[config.mk]
export PLATFORM = sky130hd
export DESIGN_NAME = bitmod_pwm_rtp_output
export DESIGN_NICKNAME = d
export VERILOG_FILES = /design/src/logic/pwm_rtp_pkg.sv /design/src/logic/timer_share_if.sv /design/src/logic/base_timer_unit.sv /design/src/logic/wave_channel.sv /design/src/logic/bitmod_pwm_rtp_output.sv
export SDC_FILE = /design/constraint.sdc
export NUM_CORES = 1
export LEC_CHECK = 0
export CAP_MARGIN = 20
export CORE_ASPECT_RATIO = 1.5
export CORE_MARGIN = 2
export CORE_UTILIZATION = 35
export CTS_BUF_LIST = sky130_fd_sc_hd__clkbuf_4 sky130_fd_sc_hd__clkbuf_8
export DETAILED_ROUTE_END_ITERATION = 7
export DONT_BUFFER_PORTS = 1
export MAX_ROUTING_LAYER = met4
export PLACE_DENSITY = 0.52
export SETUP_SLACK_MARGIN = 0.05
export SLEW_MARGIN = 20
export SYNTH_ARGS = -nofsm -noshare
export SYNTH_HDL_FRONTEND = slang
export SYNTH_SLANG_ARGS = --single-unit
[constraint.sdc]
create_clock -name SYS_CLK_IN -period 5.07 [get_ports SYS_CLK_IN]
set_clock_uncertainty 0.1 [all_clocks]
set_input_delay 1.014 -clock SYS_CLK_IN [delete_from_list [all_inputs] [get_ports SYS_CLK_IN]]
set_output_delay 1.014 -clock SYS_CLK_IN [all_outputs]
set_load 0.03 [all_outputs]
[src/logic/pwm_rtp_pkg.sv]
// constants, register map and shared functions for the waveform output group
// ---------------------------------------------------------------------------
// ---------------------------------------------------------------------------
package pwm_rtp_pkg;

    localparam int unsigned CHANNELS = 8;
    localparam int unsigned TIMER_W  = 16;
    localparam int unsigned POS_W    = 6;
    localparam int unsigned SPAN_W   = 10;

    // register byte offsets
    localparam logic [7:0] OFS_BASE_TIMER_CONTROL  = 8'h00;
    localparam logic [7:0] OFS_FUNCTION_ENABLE     = 8'h04;
    localparam logic [7:0] OFS_PORT_OUTPUT_VALUE   = 8'h08;
    localparam logic [7:0] OFS_INTERRUPT_REQUEST   = 8'h0c;
    localparam logic [7:0] OFS_TIMER_COUNT         = 8'h10;
    localparam logic [7:0] OFS_COMPARE_BASE        = 8'h20;
    localparam logic [7:0] OFS_OUTPUT_CONTROL_BASE = 8'h40;
    localparam logic [7:0] OFS_BANK_MASK           = 8'he0;

    // field positions in channel_output_control
    localparam int unsigned FLD_INVERT  = 0;
    localparam int unsigned FLD_DEFAULT = 1;
    localparam int unsigned FLD_RTP     = 2;

    // timer_reset_select codes
    localparam logic [2:0] RST_SEL_FREE = 3'h0;
    localparam logic [2:0] RST_SEL_CMP0 = 3'h2;

    localparam logic [2:0]  RESET_SEL_INIT = 3'h0;
    localparam logic [7:0]  ENABLE_INIT    = 8'h00;
    localparam logic [7:0]  PORT_INIT      = 8'h00;
    localparam logic [15:0] COMPARE_INIT   = 16'h0000;
    localparam logic [2:0]  CONTROL_INIT   = 3'h0;

    // a span is lengthened when the modulation bit tied to its lowest set bit is on
    function automatic logic span_extended(input logic [9:0] span, input logic [9:0] m);
        logic hit;
        logic found;
        hit   = 1'b0;
        found = 1'b0;
        for (int i = 0; i < 10; i++)
        begin
            if (!found && span[i])
            begin
                found = 1'b1;
                hit   = m[9 - i];
            end
        end
        return hit;
    endfunction

    // merge the two low byte lanes of a bus write into a 16-bit register
    function automatic logic [15:0] lane_merge(input logic [15:0] old_v,
                                               input logic [31:0] wdata,
                                               input logic [3:0]  be);
        logic [15:0] v;
        v = old_v;
        if (be[0])
        begin
            v[7:0] = wdata[7:0];
        end
        if (be[1])
        begin
            v[15:8] = wdata[15:8];
        end
        return v;
    endfunction

endpackage

[src/logic/timer_share_if.sv]
// shared base timer signals between the timer, its control and the channels
interface timer_share_if;
    logic [15:0] count;
    logic [2:0]  reset_sel;
    logic [15:0] clear_cmp;

    modport timer (output count, input reset_sel, input clear_cmp);
    modport ctrl  (output reset_sel, output clear_cmp, input count);
    modport chan  (input count);
endinterface

[src/logic/base_timer_unit.sv]
// 16-bit base timer with optional clear on channel-0 compare match
module base_timer_unit
(
    input  wire logic    clk_in,
    input  wire logic    rst_n_in,
    timer_share_if.timer tb
);

    logic [15:0] count_r;
    logic [15:0] count_nxt;

    always_comb
    begin
        count_nxt = count_r + 16'h0001;
        if (tb.reset_sel == pwm_rtp_pkg::RST_SEL_CMP0 && count_r == tb.clear_cmp)
        begin
            count_nxt = 16'h0000;
        end
    end

    always_ff @(posedge clk_in or negedge rst_n_in)
    begin
        if (!rst_n_in)
        begin
            count_r <= 16'h0000;
        end
        else
        begin
            count_r <= count_nxt;
        end
    end

    assign tb.count = count_r;
endmodule

[src/logic/wave_channel.sv]
// one waveform channel: bit-modulation pwm or one-bit real-time port output
module wave_channel
(
    input  wire logic    clk_in,
    input  wire logic    rst_n_in,
    timer_share_if.chan  tb,
    input  wire logic    enable_in,
    input  wire logic    rtp_mode_in,
    input  wire logic    invert_in,
    input  wire logic    default_level_in,
    input  wire logic    port_bit_in,
    input  wire logic [15:0] compare_in,
    output logic         pin_out,
    output logic         drive_out,
    output logic         match_out
);

    logic       level_r;
    logic       level_nxt;
    logic       pin_r;
    logic       pin_nxt;
    logic [5:0] pos;
    logic [9:0] span;
    logic [5:0] base_w;
    logic       ext;
    logic [6:0] low_w;

    assign pos    = tb.count[5:0];
    assign span   = tb.count[15:6];
    assign base_w = compare_in[15:10];
    assign ext    = pwm_rtp_pkg::span_extended(span, compare_in[9:0]);
    assign low_w  = {1'b0, base_w} + {6'h00, ext};

    always_comb
    begin
        match_out = 1'b0;
        level_nxt = level_r;
        if (!enable_in)
        begin
            level_nxt = default_level_in;
        end
        else if (rtp_mode_in)
        begin
            match_out = (tb.count == compare_in);
            if (match_out)
            begin
                level_nxt = port_bit_in;
            end
        end
        else
        begin
            match_out = (pos == base_w);
            if ({1'b0, pos} == low_w)
            begin
                level_nxt = 1'b1;
            end
            else if (pos == 6'h00)
            begin
                level_nxt = 1'b0;
            end
        end
        pin_nxt = level_nxt ^ invert_in;
    end

    always_ff @(posedge clk_in or negedge rst_n_in)
    begin
        if (!rst_n_in)
        begin
            level_r <= 1'b0;
            pin_r   <= 1'b0;
        end
        else
        begin
            level_r <= level_nxt;
            pin_r   <= pin_nxt;
        end
    end

    assign pin_out   = pin_r;
    assign drive_out = enable_in;
endmodule

[src/logic/bitmod_pwm_rtp_output.sv]
// eight-channel bit-modulation pwm / real-time port output group with avalon-mm registers
module bitmod_pwm_rtp_output
(
    input  wire logic        SYS_CLK_IN,
    input  wire logic        RST_N_IN,
    input  wire logic [7:0]  AVS_ADDRESS_IN,
    input  wire logic        AVS_READ_IN,
    input  wire logic        AVS_WRITE_IN,
    input  wire logic [31:0] AVS_WRITEDATA_IN,
    input  wire logic [3:0]  AVS_BYTEENABLE_IN,
    output logic      [31:0] AVS_READDATA_OUT,
    output logic             AVS_WAITREQUEST_OUT,
    output logic      [7:0]  CHANNEL_WAVEFORM_PIN_OUT,
    output logic      [7:0]  CHANNEL_WAVEFORM_OE_OUT
);

    // -----------------------------------------------------------------
    // bus handshake state
    // -----------------------------------------------------------------
    typedef enum logic [0:0] {BUS_IDLE, BUS_ACK} bus_state_e;

    bus_state_e  bus_state_r;
    bus_state_e  bus_state_nxt;
    logic [31:0] readdata_r;
    logic [31:0] readdata_nxt;
    logic        req;
    logic        commit_wr;

    // -----------------------------------------------------------------
    // registers
    // -----------------------------------------------------------------
    logic [2:0]  reset_sel_r;
    logic [2:0]  reset_sel_nxt;
    logic [7:0]  enable_r;
    logic [7:0]  enable_nxt;
    logic [7:0]  port_r;
    logic [7:0]  port_nxt;
    logic [7:0]  flag_r;
    logic [7:0]  flag_nxt;
    logic [15:0] compare_r [8];
    logic [15:0] compare_nxt [8];
    logic [2:0]  control_r [8];
    logic [2:0]  control_nxt [8];

    logic [7:0]  match;
    logic [7:0]  flag_clr;
    logic [2:0]  addr_idx;
    logic        in_cmp_bank;
    logic        in_ctl_bank;

    timer_share_if tshare ();

    assign req         = AVS_READ_IN || AVS_WRITE_IN;
    assign commit_wr   = AVS_WRITE_IN && (bus_state_r == BUS_ACK);
    assign addr_idx    = AVS_ADDRESS_IN[4:2];
    assign in_cmp_bank = (AVS_ADDRESS_IN & pwm_rtp_pkg::OFS_BANK_MASK)
                         == pwm_rtp_pkg::OFS_COMPARE_BASE;
    assign in_ctl_bank = (AVS_ADDRESS_IN & pwm_rtp_pkg::OFS_BANK_MASK)
                         == pwm_rtp_pkg::OFS_OUTPUT_CONTROL_BASE;

    // the request is held for exactly one extra cycle so every access answers alike
    assign AVS_WAITREQUEST_OUT = req && (bus_state_r == BUS_IDLE);
    assign AVS_READDATA_OUT    = readdata_r;

    always_comb
    begin
        bus_state_nxt = BUS_IDLE;
        readdata_nxt  = readdata_r;
        case (bus_state_r)
            BUS_IDLE:
            begin
                if (req)
                begin
                    bus_state_nxt = BUS_ACK;
                end
                if (AVS_READ_IN)
                begin
                    readdata_nxt = 32'h0000_0000;
                    if (in_cmp_bank)
                    begin
                        readdata_nxt = {16'h0000, compare_r[addr_idx]};
                    end
                    else if (in_ctl_bank)
                    begin
                        readdata_nxt = {29'h0000_0000, control_r[addr_idx]};
                    end
                    else
                    begin
                        case (AVS_ADDRESS_IN)
                            pwm_rtp_pkg::OFS_BASE_TIMER_CONTROL:
                                readdata_nxt = {29'h0000_0000, reset_sel_r};
                            pwm_rtp_pkg::OFS_FUNCTION_ENABLE:
                                readdata_nxt = {24'h00_0000, enable_r};
                            pwm_rtp_pkg::OFS_PORT_OUTPUT_VALUE:
                                readdata_nxt = {24'h00_0000, port_r};
                            pwm_rtp_pkg::OFS_INTERRUPT_REQUEST:
                                readdata_nxt = {24'h00_0000, flag_r};
                            pwm_rtp_pkg::OFS_TIMER_COUNT:
                                readdata_nxt = {16'h0000, tshare.count};
                            default:
                                readdata_nxt = 32'h0000_0000;
                        endcase
                    end
                end
            end
            BUS_ACK:
            begin
                bus_state_nxt = BUS_IDLE;
            end
            default:
            begin
                bus_state_nxt = BUS_IDLE;
            end
        endcase
    end

    always_ff @(posedge SYS_CLK_IN or negedge RST_N_IN)
    begin
        if (!RST_N_IN)
        begin
            bus_state_r <= BUS_IDLE;
            readdata_r  <= 32'h0000_0000;
        end
        else
        begin
            bus_state_r <= bus_state_nxt;
            readdata_r  <= readdata_nxt;
        end
    end

    // -----------------------------------------------------------------
    // register writes and request flags
    // -----------------------------------------------------------------
    always_comb
    begin
        reset_sel_nxt = reset_sel_r;
        enable_nxt    = enable_r;
        port_nxt      = port_r;
        flag_clr      = 8'h00;
        for (int i = 0; i < 8; i++)
        begin
            compare_nxt[i] = compare_r[i];
            control_nxt[i] = control_r[i];
        end
        if (commit_wr && AVS_BYTEENABLE_IN[0])
        begin
            if (in_cmp_bank)
            begin
                compare_nxt[addr_idx] = pwm_rtp_pkg::lane_merge(compare_r[addr_idx],
                                                               AVS_WRITEDATA_IN,
                                                               AVS_BYTEENABLE_IN);
            end
            else if (in_ctl_bank)
            begin
                control_nxt[addr_idx] = AVS_WRITEDATA_IN[2:0];
            end
            else
            begin
                case (AVS_ADDRESS_IN)
                    pwm_rtp_pkg::OFS_BASE_TIMER_CONTROL:
                        reset_sel_nxt = AVS_WRITEDATA_IN[2:0];
                    pwm_rtp_pkg::OFS_FUNCTION_ENABLE:
                        enable_nxt = AVS_WRITEDATA_IN[7:0];
                    pwm_rtp_pkg::OFS_PORT_OUTPUT_VALUE:
                        port_nxt = AVS_WRITEDATA_IN[7:0];
                    pwm_rtp_pkg::OFS_INTERRUPT_REQUEST:
                        flag_clr = AVS_WRITEDATA_IN[7:0];
                    default:
                        flag_clr = 8'h00;
                endcase
            end
        end
        else if (commit_wr && in_cmp_bank && AVS_BYTEENABLE_IN[1])
        begin
            compare_nxt[addr_idx] = pwm_rtp_pkg::lane_merge(compare_r[addr_idx],
                                                           AVS_WRITEDATA_IN,
                                                           AVS_BYTEENABLE_IN);
        end
        // a match in the clearing cycle keeps its flag
        flag_nxt = (flag_r & ~flag_clr) | match;
    end

    always_ff @(posedge SYS_CLK_IN or negedge RST_N_IN)
    begin
        if (!RST_N_IN)
        begin
            reset_sel_r <= pwm_rtp_pkg::RESET_SEL_INIT;
            enable_r    <= pwm_rtp_pkg::ENABLE_INIT;
            port_r      <= pwm_rtp_pkg::PORT_INIT;
            flag_r      <= 8'h00;
            for (int i = 0; i < 8; i++)
            begin
                compare_r[i] <= pwm_rtp_pkg::COMPARE_INIT;
                control_r[i] <= pwm_rtp_pkg::CONTROL_INIT;
            end
        end
        else
        begin
            reset_sel_r <= reset_sel_nxt;
            enable_r    <= enable_nxt;
            port_r      <= port_nxt;
            flag_r      <= flag_nxt;
            for (int i = 0; i < 8; i++)
            begin
                compare_r[i] <= compare_nxt[i];
                control_r[i] <= control_nxt[i];
            end
        end
    end

    // -----------------------------------------------------------------
    // base timer and channels
    // -----------------------------------------------------------------
    // only code 010b clears the timer; every other code runs free, which is what
    // pwm needs and what software is expected to choose for it
    assign tshare.reset_sel = reset_sel_r;
    assign tshare.clear_cmp = compare_r[0];

    base_timer_unit u_timer
    (
        .clk_in   (SYS_CLK_IN),
        .rst_n_in (RST_N_IN),
        .tb       (tshare)
    );

    for (genvar j = 0; j < 8; j++)
    begin : g_chan
        wave_channel u_chan
        (
            .clk_in           (SYS_CLK_IN),
            .rst_n_in         (RST_N_IN),
            .tb               (tshare),
            .enable_in        (enable_r[j]),
            .rtp_mode_in      (control_r[j][pwm_rtp_pkg::FLD_RTP]),
            .invert_in        (control_r[j][pwm_rtp_pkg::FLD_INVERT]),
            .default_level_in (control_r[j][pwm_rtp_pkg::FLD_DEFAULT]),
            .port_bit_in      (port_r[j]),
            .compare_in       (compare_r[j]),
            .pin_out          (CHANNEL_WAVEFORM_PIN_OUT[j]),
            .drive_out        (CHANNEL_WAVEFORM_OE_OUT[j]),
            .match_out        (match[j])
        );
    end
endmodule

=== Yosys cells after proc, flatten, opt, wreduce, memory -nomap -nowiden ===
Cells that the tools add are included.
Widths: inputs -> output; s select.

* Flip-flop bits (word level): 244
* Latch bits: 0
* Memory bits (writable): 0
* ROM bits: 0
* Bits of input ports: 48
* Output and inout bits: 49
* Logic and storage cells: 313
* Memories kept: 0

* Add/sub/neg operators: 9
* Multipliers: 0
* Div/mod/pow operators: 0
* Magnitude comparators: 2
* Equality and inequality tests: 32
* Shift-type cells: 0
* Muxes and demuxes: 181
* Bitwise logic cells: 15
* Reduce and logical (&&, ||, !) cells: 35

{| class="wikitable"
|+ Operators by type and width
! cell !! number
|-
| $mux 128 || 3
|-
| $bwmux 128 || 2
|-
| $mux 1 || 146
|-
| $eq 16x16->1 || 8
|-
| $mux 8 || 14
|-
| $mux 16 || 6
|-
| $pmux 16 s5 || 1
|-
| $add 6x1->7 || 8
|-
| $eq 6x7->1 || 8
|-
| $bmux 16 s3 || 1
|-
| $demux 16 s3 || 1
|-
| $eq 6x6->1 || 8
|-
| $bwmux 24 || 1
|-
| $add 16x1->16 const B || 1
|-
| $eq 8x4->1 const B || 2
|-
| $logic_and 1x1->1 || 16
|-
| $reduce_and 4->1 || 3
|-
| $bmux 3 s3 || 1
|-
| $demux 3 s3 || 1
|-
| $logic_not 1->1 || 9
|-
| $mux 3 || 3
|-
| $and 8x8->8 || 1
|-
| $eq 8x3->1 const B || 1
|-
| $eq 8x5->1 const B || 1
|-
| other kinds (17) || 28
|}

=== Logic depth before layout (Yosys ltp) ===
Gate-level depths: netlist (run 1).

* Depth in word-level cells: 34
* Mapped depth: 16
* Gate-level depth less buffers: 14

=== By module ===
A second synthesis (run 1) with hierarchy kept.

* Cells, all modules: 1654
* Area, all modules: 15364.7 sq um

{| class="wikitable"
|+ By module, submodules not included
! module !! times used !! cells an instance !! area each (sq um)
|-
| bitmod_pwm_rtp_output || 1 || 886 || 9156.3
|-
| wave_channel || 8 || 84 || 660.6
|-
| base_timer_unit || 1 || 96 || 923.4
|}

=== Least setup slack after synthesis (run 1) ===
No wires, ideal clock.

* Path type: reg-to-reg
* Start: register u_timer.count_r[6], in the netlist u_timer.tb.count[6]
* End: register g_chan[3].u_chan.pin_r
* Library setup time: 0.079 ns
* Arrival: 3.533 ns
* Data required time: 4.891 ns
* Path slack: 1.358 ns
* Cell stages (with the launch flop): 16
* Buffers on the path: 2
* Period minus slack after synthesis: 3.712 ns
* Path through: dfrtp_1 buf_4 nor4_4 nor3b_1 buf_2 nand3_2 nor2_1 a31oi_1 ha_1 ha_1 xor2_1 a2111o_1 a221oi_1 a221oi_1 a311oi_2 xor2_1

* Cells in the longest elaborated chain, start to end: 34
* Elaborated cells between the ends (all ways): 45
* Those cells by class: 1 x add/sub; 2 x eq/ne; 23 x mux; 1 x bitwise; 18 x reduce/logical

{| class="wikitable"
|+ RTL lines
! item !! line !! text
|-
| start: declaration || base_timer_unit.sv:9 || <nowiki>logic [15:0] count_r;</nowiki>
|-
| start signal: assignment || base_timer_unit.sv:29 || <nowiki>count_r <= count_nxt;</nowiki>
|-
| $mux 1 || pwm_rtp_pkg.sv:44 || <nowiki>if (!found && span[i])</nowiki>
|-
| $logic_not 1->1 || pwm_rtp_pkg.sv:44 ||
|-
| $logic_and 1x1->1 || pwm_rtp_pkg.sv:44 ||
|-
| $mux 1 || pwm_rtp_pkg.sv:44 ||
|-
| $logic_not 1->1 || pwm_rtp_pkg.sv:44 ||
|-
| $logic_and 1x1->1 || pwm_rtp_pkg.sv:44 ||
|-
| $mux 1 || pwm_rtp_pkg.sv:44 ||
|-
| $logic_not 1->1 || pwm_rtp_pkg.sv:44 ||
|-
| [20 not listed] || -- ||
|-
| $add 6x1->7 || wave_channel.sv:32 || <nowiki>assign low_w = {1'b0, base_w} + {6'h00, ext};</nowiki>
|-
| $eq 6x7->1 || wave_channel.sv:53 || <nowiki>if ({1'b0, pos} == low_w)</nowiki>
|-
| $mux 1 || wave_channel.sv:53 ||
|-
| $mux 1 * || wave_channel.sv:42 || <nowiki>else if (rtp_mode_in)</nowiki>
|-
| $mux 1 * || wave_channel.sv:38 || <nowiki>if (!enable_in)</nowiki>
|-
| via g_chan[3].u_chan.level_nxt || wave_channel.sv:19 || <nowiki>logic level_nxt;</nowiki>
|-
| $xor 1x1->1 * || wave_channel.sv:62 || <nowiki>pin_nxt = level_nxt ^ invert_in;</nowiki>
|-
| via g_chan[3].u_chan.pin_nxt || wave_channel.sv:21 || <nowiki>logic pin_nxt;</nowiki>
|-
| end signal: assignment || wave_channel.sv:75 || <nowiki>pin_r <= pin_nxt;</nowiki>
|-
| end: declaration || wave_channel.sv:20 || <nowiki>logic pin_r;</nowiki>
|}

The timed path passes the listed nets; every way through them passes the cells marked *.
A chain may end at the register's enable or synchronous reset.

=== Worst setup path after layout (run 1) ===
Ends and elaborated chain as after synthesis.

==> results of run 1 <==
-- kinds of logic (layout without fill, tap and decap cells) --
logic type / after synthesis / in the layout / synth area share (%)
buffers and inverters: 152 / 121 / 5.81
flip-flops: 228 / 228 / 37.3
adder cells (fa/ha/maj): 18 / 18 / 1.47
AND/OR/NAND/NOR: 345 / 345 / 12.2
multiplexers: 259 / 259 / 22.1
AO/OA/AOI/OAI: 179 / 179 / 8.63
XOR/XNOR: 219 / 219 / 12.5
other: 1 / 17 / 0.0245
-- how the worst min path moves through the flow --
stage                                     endpoint  slack (ps)
after floorplan           g_chan[2].u_chan.pin_out         350
after global placement                   flag_r[5]         370
after detailed placement                 flag_r[5]         370
after CTS                      u_timer.tb.count[5]          10
after global routing          u_timer.tb.count[13]          10
final                                compare_r[59]          40
-- power groups by stage --
stage / Combinational (W) / Sequential [W] / Clock, W
floorplan: 0.000677 / 0.00206 / 0
global placement: 0.000697 / 0.00220 / 0
detailed placement: 0.000705 / 0.00220 / 0
CTS: 0.000708 / 0.00217 / 0.00183
global route: 0.000769 / 0.00218 / 0.00191
finish: 0.000715 / 0.00217 / 0.00180
-- through the flow --
stage / hold slack (ps) / cells / instance area, um^2 / power (W) / setup WS (ps)
final: 43.3 / 1956 / 16300 / 0.00468 / 599
after global routing: 12.3 / 1956 / 16300 / 0.00485 / 359
after CTS: 11.3 / 1955 / 16300 / 0.00471 / 566
after detailed placement: 374 / 1885 / 15500 / 0.00290 / 592
after global placement: 374 / 1885 / 15500 / 0.00289 / 712
after floorplan: 352 / 1416 / 15400 / 0.00274 / 1360
-- per-layer routing --
| layer | vias to the layer above | global-route usage [%] | wire length [um] |
|---|---|---|---|
| li1 | 4962 | - | - |
| met1 | 5839 | 26.2 | 19300 |
| met2 | 440 | 41.9 | 27500 |
| met3 | 162 | 3.25 | 2800 |
| met4 | 0 | 16.1 | 4020 |
| met5 | - | - | 0 |
-- synthesized netlist by cell type, types with 5 or more instances --
| cell | instances | area (um^2) |
|---|---|---|
| a21o_1 | 7 | 52.6 |
| nor3_1 | 20 | 100 |
| buf_2 | 34 | 170 |
| xnor2_1 | 113 | 990 |
| a221oi_1 | 26 | 228 |
| nor2b_1 | 19 | 119 |
| mux4_2 | 33 | 743 |
| ha_1 | 18 | 225 |
| a31oi_1 | 12 | 75.1 |
| nand2_1 | 75 | 282 |
| mux2_4 | 6 | 90.1 |
| buf_4 | 53 | 398 |
| nor2_1 | 72 | 270 |
| a21oi_1 | 21 | 105 |
| xor2_1 | 106 | 928 |
| buf_1 | 9 | 33.8 |
| nand4_1 | 31 | 194 |
| a22o_1 | 12 | 105 |
| a22oi_1 | 10 | 75.1 |
| o21ai_0 | 31 | 155 |
| nor3b_1 | 11 | 82.6 |
| inv_1 | 19 | 71.3 |
| a211oi_1 | 5 | 37.5 |
| o22ai_1 | 9 | 56.3 |
| mux2_2 | 194 | 2180 |
| buf_6 | 8 | 90.1 |
| mux4_1 | 6 | 158 |
| dfrtp_1 | 228 | 5710 |
| nor4_2 | 5 | 62.6 |
| o211ai_1 | 7 | 52.6 |
| and3_1 | 7 | 43.8 |
| nor2_2 | 5 | 31.3 |
| nand2b_1 | 19 | 119 |
| a221o_1 | 5 | 50.1 |
| clkbuf_1 | 28 | 105 |
| nor4_1 | 23 | 144 |
| nand3_1 | 28 | 140 |
| mux2i_1 | 20 | 200 |
-- critical path, stage by stage (launching register included) --
cell and delay, ps:
dfrtp_1 410, nor4_4 520, nor3b_1 400, buf_12 190
and3_1 320, nand2_1 90, a31oi_1 370, ha_1 260
ha_1 250, xor2_1 150, a2111o_1 390, a221oi_1 270
a221oi_1 150, a311oi_2 370, xor2_1 170
-- layout make-up --
type	count	area [um^2]
inverter	19	71.3
sequential	228	5710
fill	4239	26700
antenna	1	2.50
clock inverter	12	67.6
multi-input combinational	1036	8770
tap	570	713
timing repair buffer	32	253
clock buffer	58	754
-- flip-flops by register name, summed over array words and instances (netlist names) --
register               cells
enable_r                   8
compare_r                112
u_timer.tb.count          16
g_chan.u_chan.level_r      8
control_r                 24
AVS_READDATA_OUT          16
tshare.clear_cmp          16
g_chan.u_chan.pin_out      8
bus_state_r                1
port_r                     8
reset_sel_r                3
flag_r                     8
==> results by group, run 1 <==
Worst setup path
  • Crit path kind: flip-flop to flip-flop
  • Worst Setup SP: u_timer.tb.count[6]
  • Reg-to-reg startpoint: u_timer.tb.count[6]
  • CP Max Fanout: 14
  • Worst reg2reg setup slack: 600 ps
  • CP required: 5480 ps
  • FF-to-FF path depth: 14
  • Worst Setup EP: g_chan[3].u_chan.pin_out
  • WP data arrival: 4890 ps
  • Critical Path End Type: flip-flop
  • Crit Reg-Reg Endpoint: g_chan[3].u_chan.pin_out
  • Setup crit start kind: flip-flop

Routing
  • Total Wirelength: 53700 um
  • Vias per std cell: 5.83
  • ANT nets after route: 0
  • DRC: 0
  • Via Count: 11400
  • DRT iter0 DRCs: 873
  • Drt first pass iters: 6
  • WL/cell: 27.4 um

Clock network
  • CTS tree: yes
  • CTS resizes: 0
  • Clk root buf: clkbuf_8
  • Htree depth: 2
  • Max Root-Sink Buffers: 3
  • Clock Sinks: 228
  • Worst-path clk slew: 70 ps
  • Post-CTS setup buffer count: 0
  • Cts hold-fix bufs: 0
  • Clock Latency Late Sink: 590 ps
  • TritonCTS buffer count: 39

Synthesis
  • Commonest register cell after synthesis: dfrtp_1
  • Sequential fraction of the synthesis area: 37.3%
  • Post-synthesis instance total: 1401
  • Syn_area_per_cell: 10.9 um^2
  • EDFF count, synth: 0
  • Yosys warnings: 0
  • Netlist cell types: 72
  • Syn Std Cell Area: 15300 um^2
  • Asr flop ratio synth: 100%
  • Seq cells post-synth: 228

Timing
  • Post-layout min period: 4470 ps
  • Final count of negative-setup-slack endpoints: 0
  • Hold Fails Final Rpt: 0
  • Worst slew pin tran: 1030 ps
  • RSZ-0062 raised after global routing: false
  • Period utilization: 88.2%
  • Fmax: 0.224 GHz
  • Setup TNS: 0 ps
  • Slew Limit Fails: 0
  • Slew margin rel.: 30.9%

Placement
  • GP Congestion: 0.934
  • Port-buffer cells: 0
  • Post-DP HPWL: 39700 um

Die
  • Core area: 43100 um^2
  • Cell row count: 93
  • Die Ht: 260 um
  • Ports: 97
  • Initial core utilization: 35.5%
  • Die width: 175 um
  • Die ar.: 45400 um^2

GRT
  • Gr ovfl total: 0
  • Total GRT Usage: 24.4%
  • Antenna violations before repair: 1
  • Largest net degree at the start of global routing: 229
  • Vias in the first global route: 11400
  • Global-route wire length before repair: 79100 um

Power
  • PD cells: 286 nW/um^2
  • Net Sw Power: 0.00148 W
  • Internal Power: 0.00320 W
  • Combinational share of power: 15.3%
  • Sequential Power Share: 46.3%
  • Static leakage: 7.14 nW
  • Sw Ratio: 31.6%
  • Clock share of power: 38.4%
  • Max VDD drop: 0.120 mV

Layout
  • Layout cell share with drive strength beyond 1: 26.4%
  • Most common cell after layout, fill and taps aside: dfrtp_1
  • Synth-to-layout area growth: 6.80%
  • Layout Utilization: 38.0%
  • # nets final: 1422
  • Commonest non-fill, non-tap cells in the layout: dfrtp_1 (227), mux2_2 (194), xnor2_1 (113)

Run status
  • Status: finished clean

Worst hold path
  • Hold Path Class: primary input to async pin

Job
  • Max-cap violations: 0
Note: power is estimated with default switching activity, not from simulation.
==> inputs of run 2 (changes only) <==
--- a/config.mk
+++ b/config.mk
@@ -8,12 +8,12 @@
 export CAP_MARGIN = 20
 export CORE_ASPECT_RATIO = 1.5
 export CORE_MARGIN = 2
-export CORE_UTILIZATION = 35
+export CORE_UTILIZATION = 30
 export CTS_BUF_LIST = sky130_fd_sc_hd__clkbuf_4 sky130_fd_sc_hd__clkbuf_8
 export DETAILED_ROUTE_END_ITERATION = 7
 export DONT_BUFFER_PORTS = 1
 export MAX_ROUTING_LAYER = met4
-export PLACE_DENSITY = 0.52
+export PLACE_DENSITY = 0.47
 export SETUP_SLACK_MARGIN = 0.05
 export SLEW_MARGIN = 20
 export SYNTH_ARGS = -nofsm -noshare
==> run 2 against run 1 <==
First-iteration DRC count fell by 0.34%; clock power increased by 4%; non-clock buffer count grew 8.
==> results by group, run 2 (synthesized netlist as in run 1, its figures left out) <==
Run status
  • Status: finished clean

Worst setup path
  • Setup crit start kind: flip-flop
  • CP required: 5480 ps (about the same)
  • Crit path kind: flip-flop to flip-flop
  • Critical Path Max Stage Delay: 420 ps (-100 ps)
  • CP Max Fanout: 10 (-4)
  • WP data arrival: 4780 ps (-110 ps)
  • Critical Path End Type: flip-flop
  • Worst path slowest cell: dfrtp_1
  • CP cell instances: nor4_4, buf_4, nor3b_1, buf_12, and3_1, nand2_1, a31oi_1, ha_1, ha_1, xor2_1, a2111o_1, a221oi_1, a221oi_1, a311oi_2, xor2_1

Layout
  • Layout cell share with drive strength beyond 1: 26.7% (+0.34 points)
  • Most common cell after layout, fill and taps aside: dfrtp_1
  • Top reg by flops: compare_r
  • Commonest non-fill, non-tap cells in the layout: dfrtp_1 (227), mux2_2 (194), xnor2_1 (113)
  • Synth-to-layout area growth: 8.29%
  • Layout Utilization: 32.8% (-5.2 points)
  • # nets final: 1430 (+0.56%)
  • Max reg flops: 112 (unchanged)
  • Filler cell count: 5132 (+21%)
  • Largest regs: compare_r (112), control_r (24)

Power
  • Clock share of power: 39.4% (+1.0 points)
  • Combinational share of power: 15.3% (about the same)
  • Net Sw Power: 0.00148 W (about the same)
  • Power Total: 0.00479 W (+2.3%)
  • Sequential Power Share: 45.3% (-1.0 points)
  • Internal Power: 0.00331 W (+3.3%)
  • Static leakage: 7.20 nW (+0.81%)
  • PD cells: 289 nW/um^2 (+0.86%)
  • Sw Ratio: 30.9% (-0.71 points)
  • Max VDD drop: 0.163 mV (+35%)

Timing
  • Final count of negative-setup-slack endpoints: 0 (unchanged)
  • RSZ-0062 raised after global routing: false
  • Slew Limit Fails: 0 (unchanged)
  • Post-layout min period: 4370 ps (-103 ps)
  • Setup TNS: 0 ps (unchanged)
  • Slew margin rel.: 25.6% (-5.3 points)
  • Worst slew pin tran: 1110 ps (+79.2 ps)
  • Setup ws final: 701 ps (+103 ps)
  • Fmax: 0.229 GHz (+2.3%)
  • Hold Fails Final Rpt: 0 (unchanged)
  • Period utilization: 86.2% (-2.0 points)

Clock network
  • Worst-path clk slew: 70 ps (about the same)
  • Cts hold-fix bufs: 0 (unchanged)
  • CTS resizes: 0 (unchanged)
  • Htree depth: 2 (unchanged)
  • TritonCTS buffer count: 39 (unchanged)
  • Max Root-Sink Buffers: 3 (unchanged)
  • Clock Sinks: 228 (unchanged)
  • CTS tree: yes
  • Clk root buf: clkbuf_8
  • Clock Latency Late Sink: 580 ps (about the same)
  • Post-CTS setup buffer count: 0 (unchanged)

Placement
  • Placement Setup Slack: 746 ps (+154 ps)
  • GP Congestion: 0.935 (about the same)
  • Post-DP HPWL: 42600 um (+7.2%)
  • Port-buffer cells: 0 (unchanged)

Die
  • Ports: 97 (unchanged)
  • Die Ht: 281 um (+7.9%)
  • Initial core utilization: 30.3% (-5.3 points)
  • Die width: 188 um (+7.8%)
  • Core area: 50500 um^2 (+17%)
  • Cell row count: 101 (+8.6%)
  • Die ar.: 52900 um^2 (+16%)

GRT
  • Gr ovfl total: 0 (unchanged)
  • Largest net degree at the start of global routing: 229 (unchanged)
  • Vias in the first global route: 11500 (+1.4%)
  • Total GRT Usage: 22.4% (-2.0 points)
  • Global-route wire length before repair: 83500 um (+5.5%)
  • Antenna violations before repair: 3 (+2)

Routing
  • WL/cell: 27.8 um (+1.3%)
  • Via Count: 11500 (+0.74%)
  • Total Wirelength: 57300 um (+6.8%)
  • Drt first pass iters: 6 (unchanged)
  • DRT iter0 DRCs: 870 (-0.34%)
  • Vias per std cell: 5.57 (-4.4%)
  • DRC: 0 (unchanged)
  • ANT nets after route: 0 (unchanged)

Job
  • Max-cap violations: 0 (unchanged)

Worst hold path
  • Hold Path Class: primary input to async pin
==> run 2: cell count changes in the layout (fill, tap and decap cells not counted), moves of 2 or more <==
cell        change
clkinv_2        -5
clkinvlp_4      -2
diode_2         +2
bufinv_16       +2
clkbuf_4        +3
buf_4           +8
==> run 2: path summary, 6_finish.rpt <==
check	from	endpoint	slack (ps)	depth (start not counted)
setup / recovery	u_timer.tb.count[6]	g_chan[3].u_chan.pin_out	700	15
hold / removal	RST_N_IN	u_timer.tb.count[6]	50	0
min in group SYS_CLK_IN	flag_r[3]	flag_r[3]	390	1
hold reg to reg	flag_r[3]	flag_r[3]	390	1
setup reg to reg	u_timer.tb.count[6]	g_chan[3].u_chan.pin_out	700	15
max in group asynchronous	RST_N_IN	enable_r[0]	4320	0
==> run 2: power by group through the flow <==
stage	Clock, W	Combinational (W)	Sequential, W
5_1_grt	0.00200	0.000782	0.00218
2_1_floorplan	0	0.000677	0.00206
3_3_place_gp	0	0.000716	0.00220
6_report	0.00188	0.000733	0.00217
4_1_cts	0.00194	0.000725	0.00217
3_5_place_dp	0	0.000723	0.00220
==> run 2: critical path, delay by kind of cell (launching register included) <==
kind | cells | cell delay, ps
flip-flops | 1 | 420
AO/OA/AOI/OAI | 5 | 1480
adder cells (fa/ha/maj) | 2 | 470
AND/OR/NAND/NOR | 4 | 1120
buffers and inverters | 2 | 380
XOR/XNOR | 2 | 320
==> run 2: final cells by class <==
class / instances / area, um^2 / area share [%]
inverter: 19 / 71.3 / 0.430
antenna: 3 / 7.51 / 0.0453
multi-input combinational: 1036 / 8780 / 53.0
clock inverter: 7 / 87.6 / 0.529
sequential: 228 / 5710 / 34.4
clock buffer: 60 / 763 / 4.61
timing repair buffer: 40 / 313 / 1.89
tap: 669 / 837 / 5.05
==> run 2: metrics by stage <==
| stage | area [um^2] | hold slack, ps | cells |
|---|---|---|---|
| 6_report | 16600 | 47.8 | 2062 |
| 5_1_grt | 16600 | 23.9 | 2062 |
| 4_1_cts | 16600 | 3.30 | 2059 |
| 3_5_place_dp | 15700 | 378 | 1992 |
| 3_3_place_gp | 15700 | 375 | 1992 |
| 2_1_floorplan | 15400 | 352 | 1416 |
==> run 2: metal layers <==
metal | wire [um] | share of wire [%] | global-route usage [%] | up-vias
li1 | - | - | - | 4983
met1 | 20800 | 36 | 23.7 | 5876
met2 | 29900 | 52 | 39.4 | 471
met3 | 2580 | 4.5 | 2.60 | 157
met4 | 4040 | 7.0 | 14.9 | 0
met5 | 0 | 0 | - | -
==> inputs of run 3 (changes only) <==
--- a/config.mk
+++ b/config.mk
@@ -8,12 +8,12 @@
 export CAP_MARGIN = 20
 export CORE_ASPECT_RATIO = 1.5
 export CORE_MARGIN = 2
-export CORE_UTILIZATION = 30
+export CORE_UTILIZATION = 55
 export CTS_BUF_LIST = sky130_fd_sc_hd__clkbuf_4 sky130_fd_sc_hd__clkbuf_8
 export DETAILED_ROUTE_END_ITERATION = 7
 export DONT_BUFFER_PORTS = 1
 export MAX_ROUTING_LAYER = met4
-export PLACE_DENSITY = 0.47
+export PLACE_DENSITY = 0.73
 export SETUP_SLACK_MARGIN = 0.05
 export SLEW_MARGIN = 20
 export SYNTH_ARGS = -nofsm -noshare
==> run 3 against run 2 <==
Design area decreased by 3.1%; fmax grew 2.9%; largest power group unchanged; worst setup slack better by 120 ps; global-route usage up 12 points; combinational power decreased by 3.4%; register-to-register slack gained 120 ps; final cell count down 16%; highest routed layer unchanged; non-clock buffer count down 7; first-iteration DRC count increased by 40%; sequential cell count did not move.
==> results by group, run 3 (synthesized netlist as in run 1, its figures left out) <==
Run status
  • Status: finished clean

Power
  • PD cells: 290 nW/um^2 (+0.37%)
  • Max VDD drop: 0.143 mV (-12%)
  • Static leakage: 7.14 nW (-0.86%)
  • Power Total: 0.00465 W (-2.7%)

Timing
  • Worst slew pin tran: 1050 ps (-56.8 ps)
  • Period utilization: 83.8% (-2.4 points)
  • Slew margin rel.: 29.4% (+3.8 points)
  • RSZ-0062 raised after global routing: false
  • Setup TNS: 0 ps (unchanged)
  • Post-layout min period: 4250 ps (-122 ps)
  • Slew Limit Fails: 0 (unchanged)
  • Fmax: 0.235 GHz (+2.9%)
  • Hold slack final: 54.0 ps (+6.19 ps)
  • Hold Fails Final Rpt: 0 (unchanged)
  • Final count of negative-setup-slack endpoints: 0 (unchanged)

Clock network
  • TritonCTS buffer count: 38 (-2.6%)
  • Max Root-Sink Buffers: 3 (unchanged)
  • Post-CTS setup buffer count: 0 (unchanged)
  • Htree depth: 2 (unchanged)
  • CTS resizes: 0 (unchanged)
  • Worst-path clk slew: 70 ps (about the same)
  • Clock Latency Late Sink: 570 ps (about the same)
  • Cts hold-fix bufs: 0 (unchanged)
  • Clk root buf: clkbuf_8
  • CTS tree: yes
  • Clock Sinks: 228 (unchanged)

Layout
  • Layout Utilization: 58.8% (+26 points)
  • Top reg by flops: compare_r
  • Synth-to-layout area growth: 4.93%
  • Most common cell after layout, fill and taps aside: dfrtp_1
  • Layout cell share with drive strength beyond 1: 26.2% (-0.52 points)
  • Commonest non-fill, non-tap cells in the layout: dfrtp_1 (228), mux2_2 (194), xnor2_1 (113)
  • Max reg flops: 112 (unchanged)
  • Filler cell count: 2327 (-55%)
  • Largest regs: compare_r (112), control_r (24)
  • # nets final: 1422 (-0.56%)

Placement
  • GP Congestion: 1.01 (+8.4%)
  • Port-buffer cells: 0 (unchanged)
  • Post-DP HPWL: 35200 um (-17%)

Worst setup path
  • CP cell instances: nor4_4, nor3b_1, buf_12, and3_1, nand2_1, a31oi_1, ha_1, ha_1, xor2_1, a2111o_1, a221oi_1, a221oi_1, a311oi_2, xor2_1
  • WP data arrival: 4640 ps (-140 ps)
  • CP bufs+invs: 1 (-1)
  • Critical Path Max Stage Delay: 460 ps (+40 ps)
  • Worst path slowest cell: nor4_4
  • Crit path kind: flip-flop to flip-flop
  • FF-to-FF path depth: 14 (-1)
  • WP depth: 14 (-1)
  • Setup crit start kind: flip-flop
  • CP Max Fanout: 14 (+4)
  • CP required: 5460 ps (-20 ps)
  • Worst path top cell family by delay: compound AO/OA/AOI/OAI gates
  • Critical Path End Type: flip-flop

Routing
  • WL/cell: 27.8 um (about the same)
  • WL met2: 23300 um (-22%)
  • DRC: 0 (unchanged)
  • Met1 wire length: 17200 um (-17%)
  • Met3 WL: 3120 um (+21%)
  • Vias per std cell: 6.73 (+21%)
  • Via Count: 11600 (+1.1%)
  • Drt first pass iters: 6 (unchanged)
  • Total Wirelength: 48000 um (-16%)
  • ANT nets after route: 0 (unchanged)
  • DRT iter0 DRCs: 1217 (+40%)
  • Max layer used: met4

Die
  • Die width: 140 um (-26%)
  • Ports: 97 (unchanged)
  • Cell row count: 74 (-27%)
  • Die Ht: 208 um (-26%)
  • Die ar.: 29200 um^2 (-45%)
  • Core area: 27300 um^2 (-46%)
  • Initial core utilization: 56.0% (+26 points)

GRT
  • Global-route wire length before repair: 72600 um (-13%)
  • Largest net degree at the start of global routing: 229 (unchanged)
  • Gr ovfl total: 0 (unchanged)
  • Total GRT Usage: 34.1% (+12 points)
  • Antenna violations before repair: 1 (-2)
  • Vias in the first global route: 11600 (+0.69%)

Worst hold path
  • Hold Path Class: primary input to async pin

Job
  • Max-cap violations: 0 (unchanged)
run 3: metrics by stage:
stage	cell area (um^2)	cells	setup slack, ps
floorplan	15400	1416	1360
global placement	15200	1658	966
detailed placement	15200	1658	915
CTS	16100	1725	889
global route	16100	1726	664
finish	16100	1726	823
run 3: worst reg2reg max path: stages (launching register included):
cell and delay, ps:
dfrtp_1 400, nor4_4 460, nor3b_1 390, buf_12 190
and3_1 180, nand2_1 60, a31oi_1 330, ha_1 240
ha_1 240, xor2_1 150, a2111o_1 400, a221oi_1 360
a221oi_1 160, a311oi_2 330, xor2_1 170
run 3: layout make-up:
| cell class | instances | area (um^2) | share of cell area (%) |
|---|---|---|---|
| multi-input cells | 1036 | 8760 | 54.6 |
| flip-flops and latches | 228 | 5710 | 35.5 |
| clock buffers | 54 | 699 | 4.36 |
| well taps | 342 | 428 | 2.67 |
| repair buffers | 33 | 260 | 1.62 |
| clock inverters | 13 | 125 | 0.779 |
| inverters | 19 | 71.3 | 0.444 |
| diodes | 1 | 2.50 | 0.0156 |
run 3: path summary, 6_finish.rpt:
check | from | to | slack [ps]
worst max-delay path | u_timer.tb.count[6] | g_chan[3].u_chan.pin_out | 820
worst min register to register | flag_r[6] | flag_r[6] | 400
worst max register to register | u_timer.tb.count[6] | g_chan[3].u_chan.pin_out | 820
worst min-delay path | RST_N_IN | control_r[11] | 50
min in group SYS_CLK_IN | flag_r[6] | flag_r[6] | 400
max in group asynchronous | RST_N_IN | AVS_READDATA_OUT[10] | 4340
run 3: per-layer routing:
metal  track usage (%)  up-vias
met3              5.89      262
met2              55.1      629
met5                 -        -
met4              24.9        0
li1                  -     4977
met1              37.8     5751
run 3: power by group:
part | total (W) | switching [W] | internal, W
Sequential | 0.00215 | 0.000236 | 0.00192
Clock | 0.00179 | 0.000797 | 0.000996
Combinational | 0.000708 | 0.000384 | 0.000324
Total | 0.00465 | 0.00142 | 0.00324
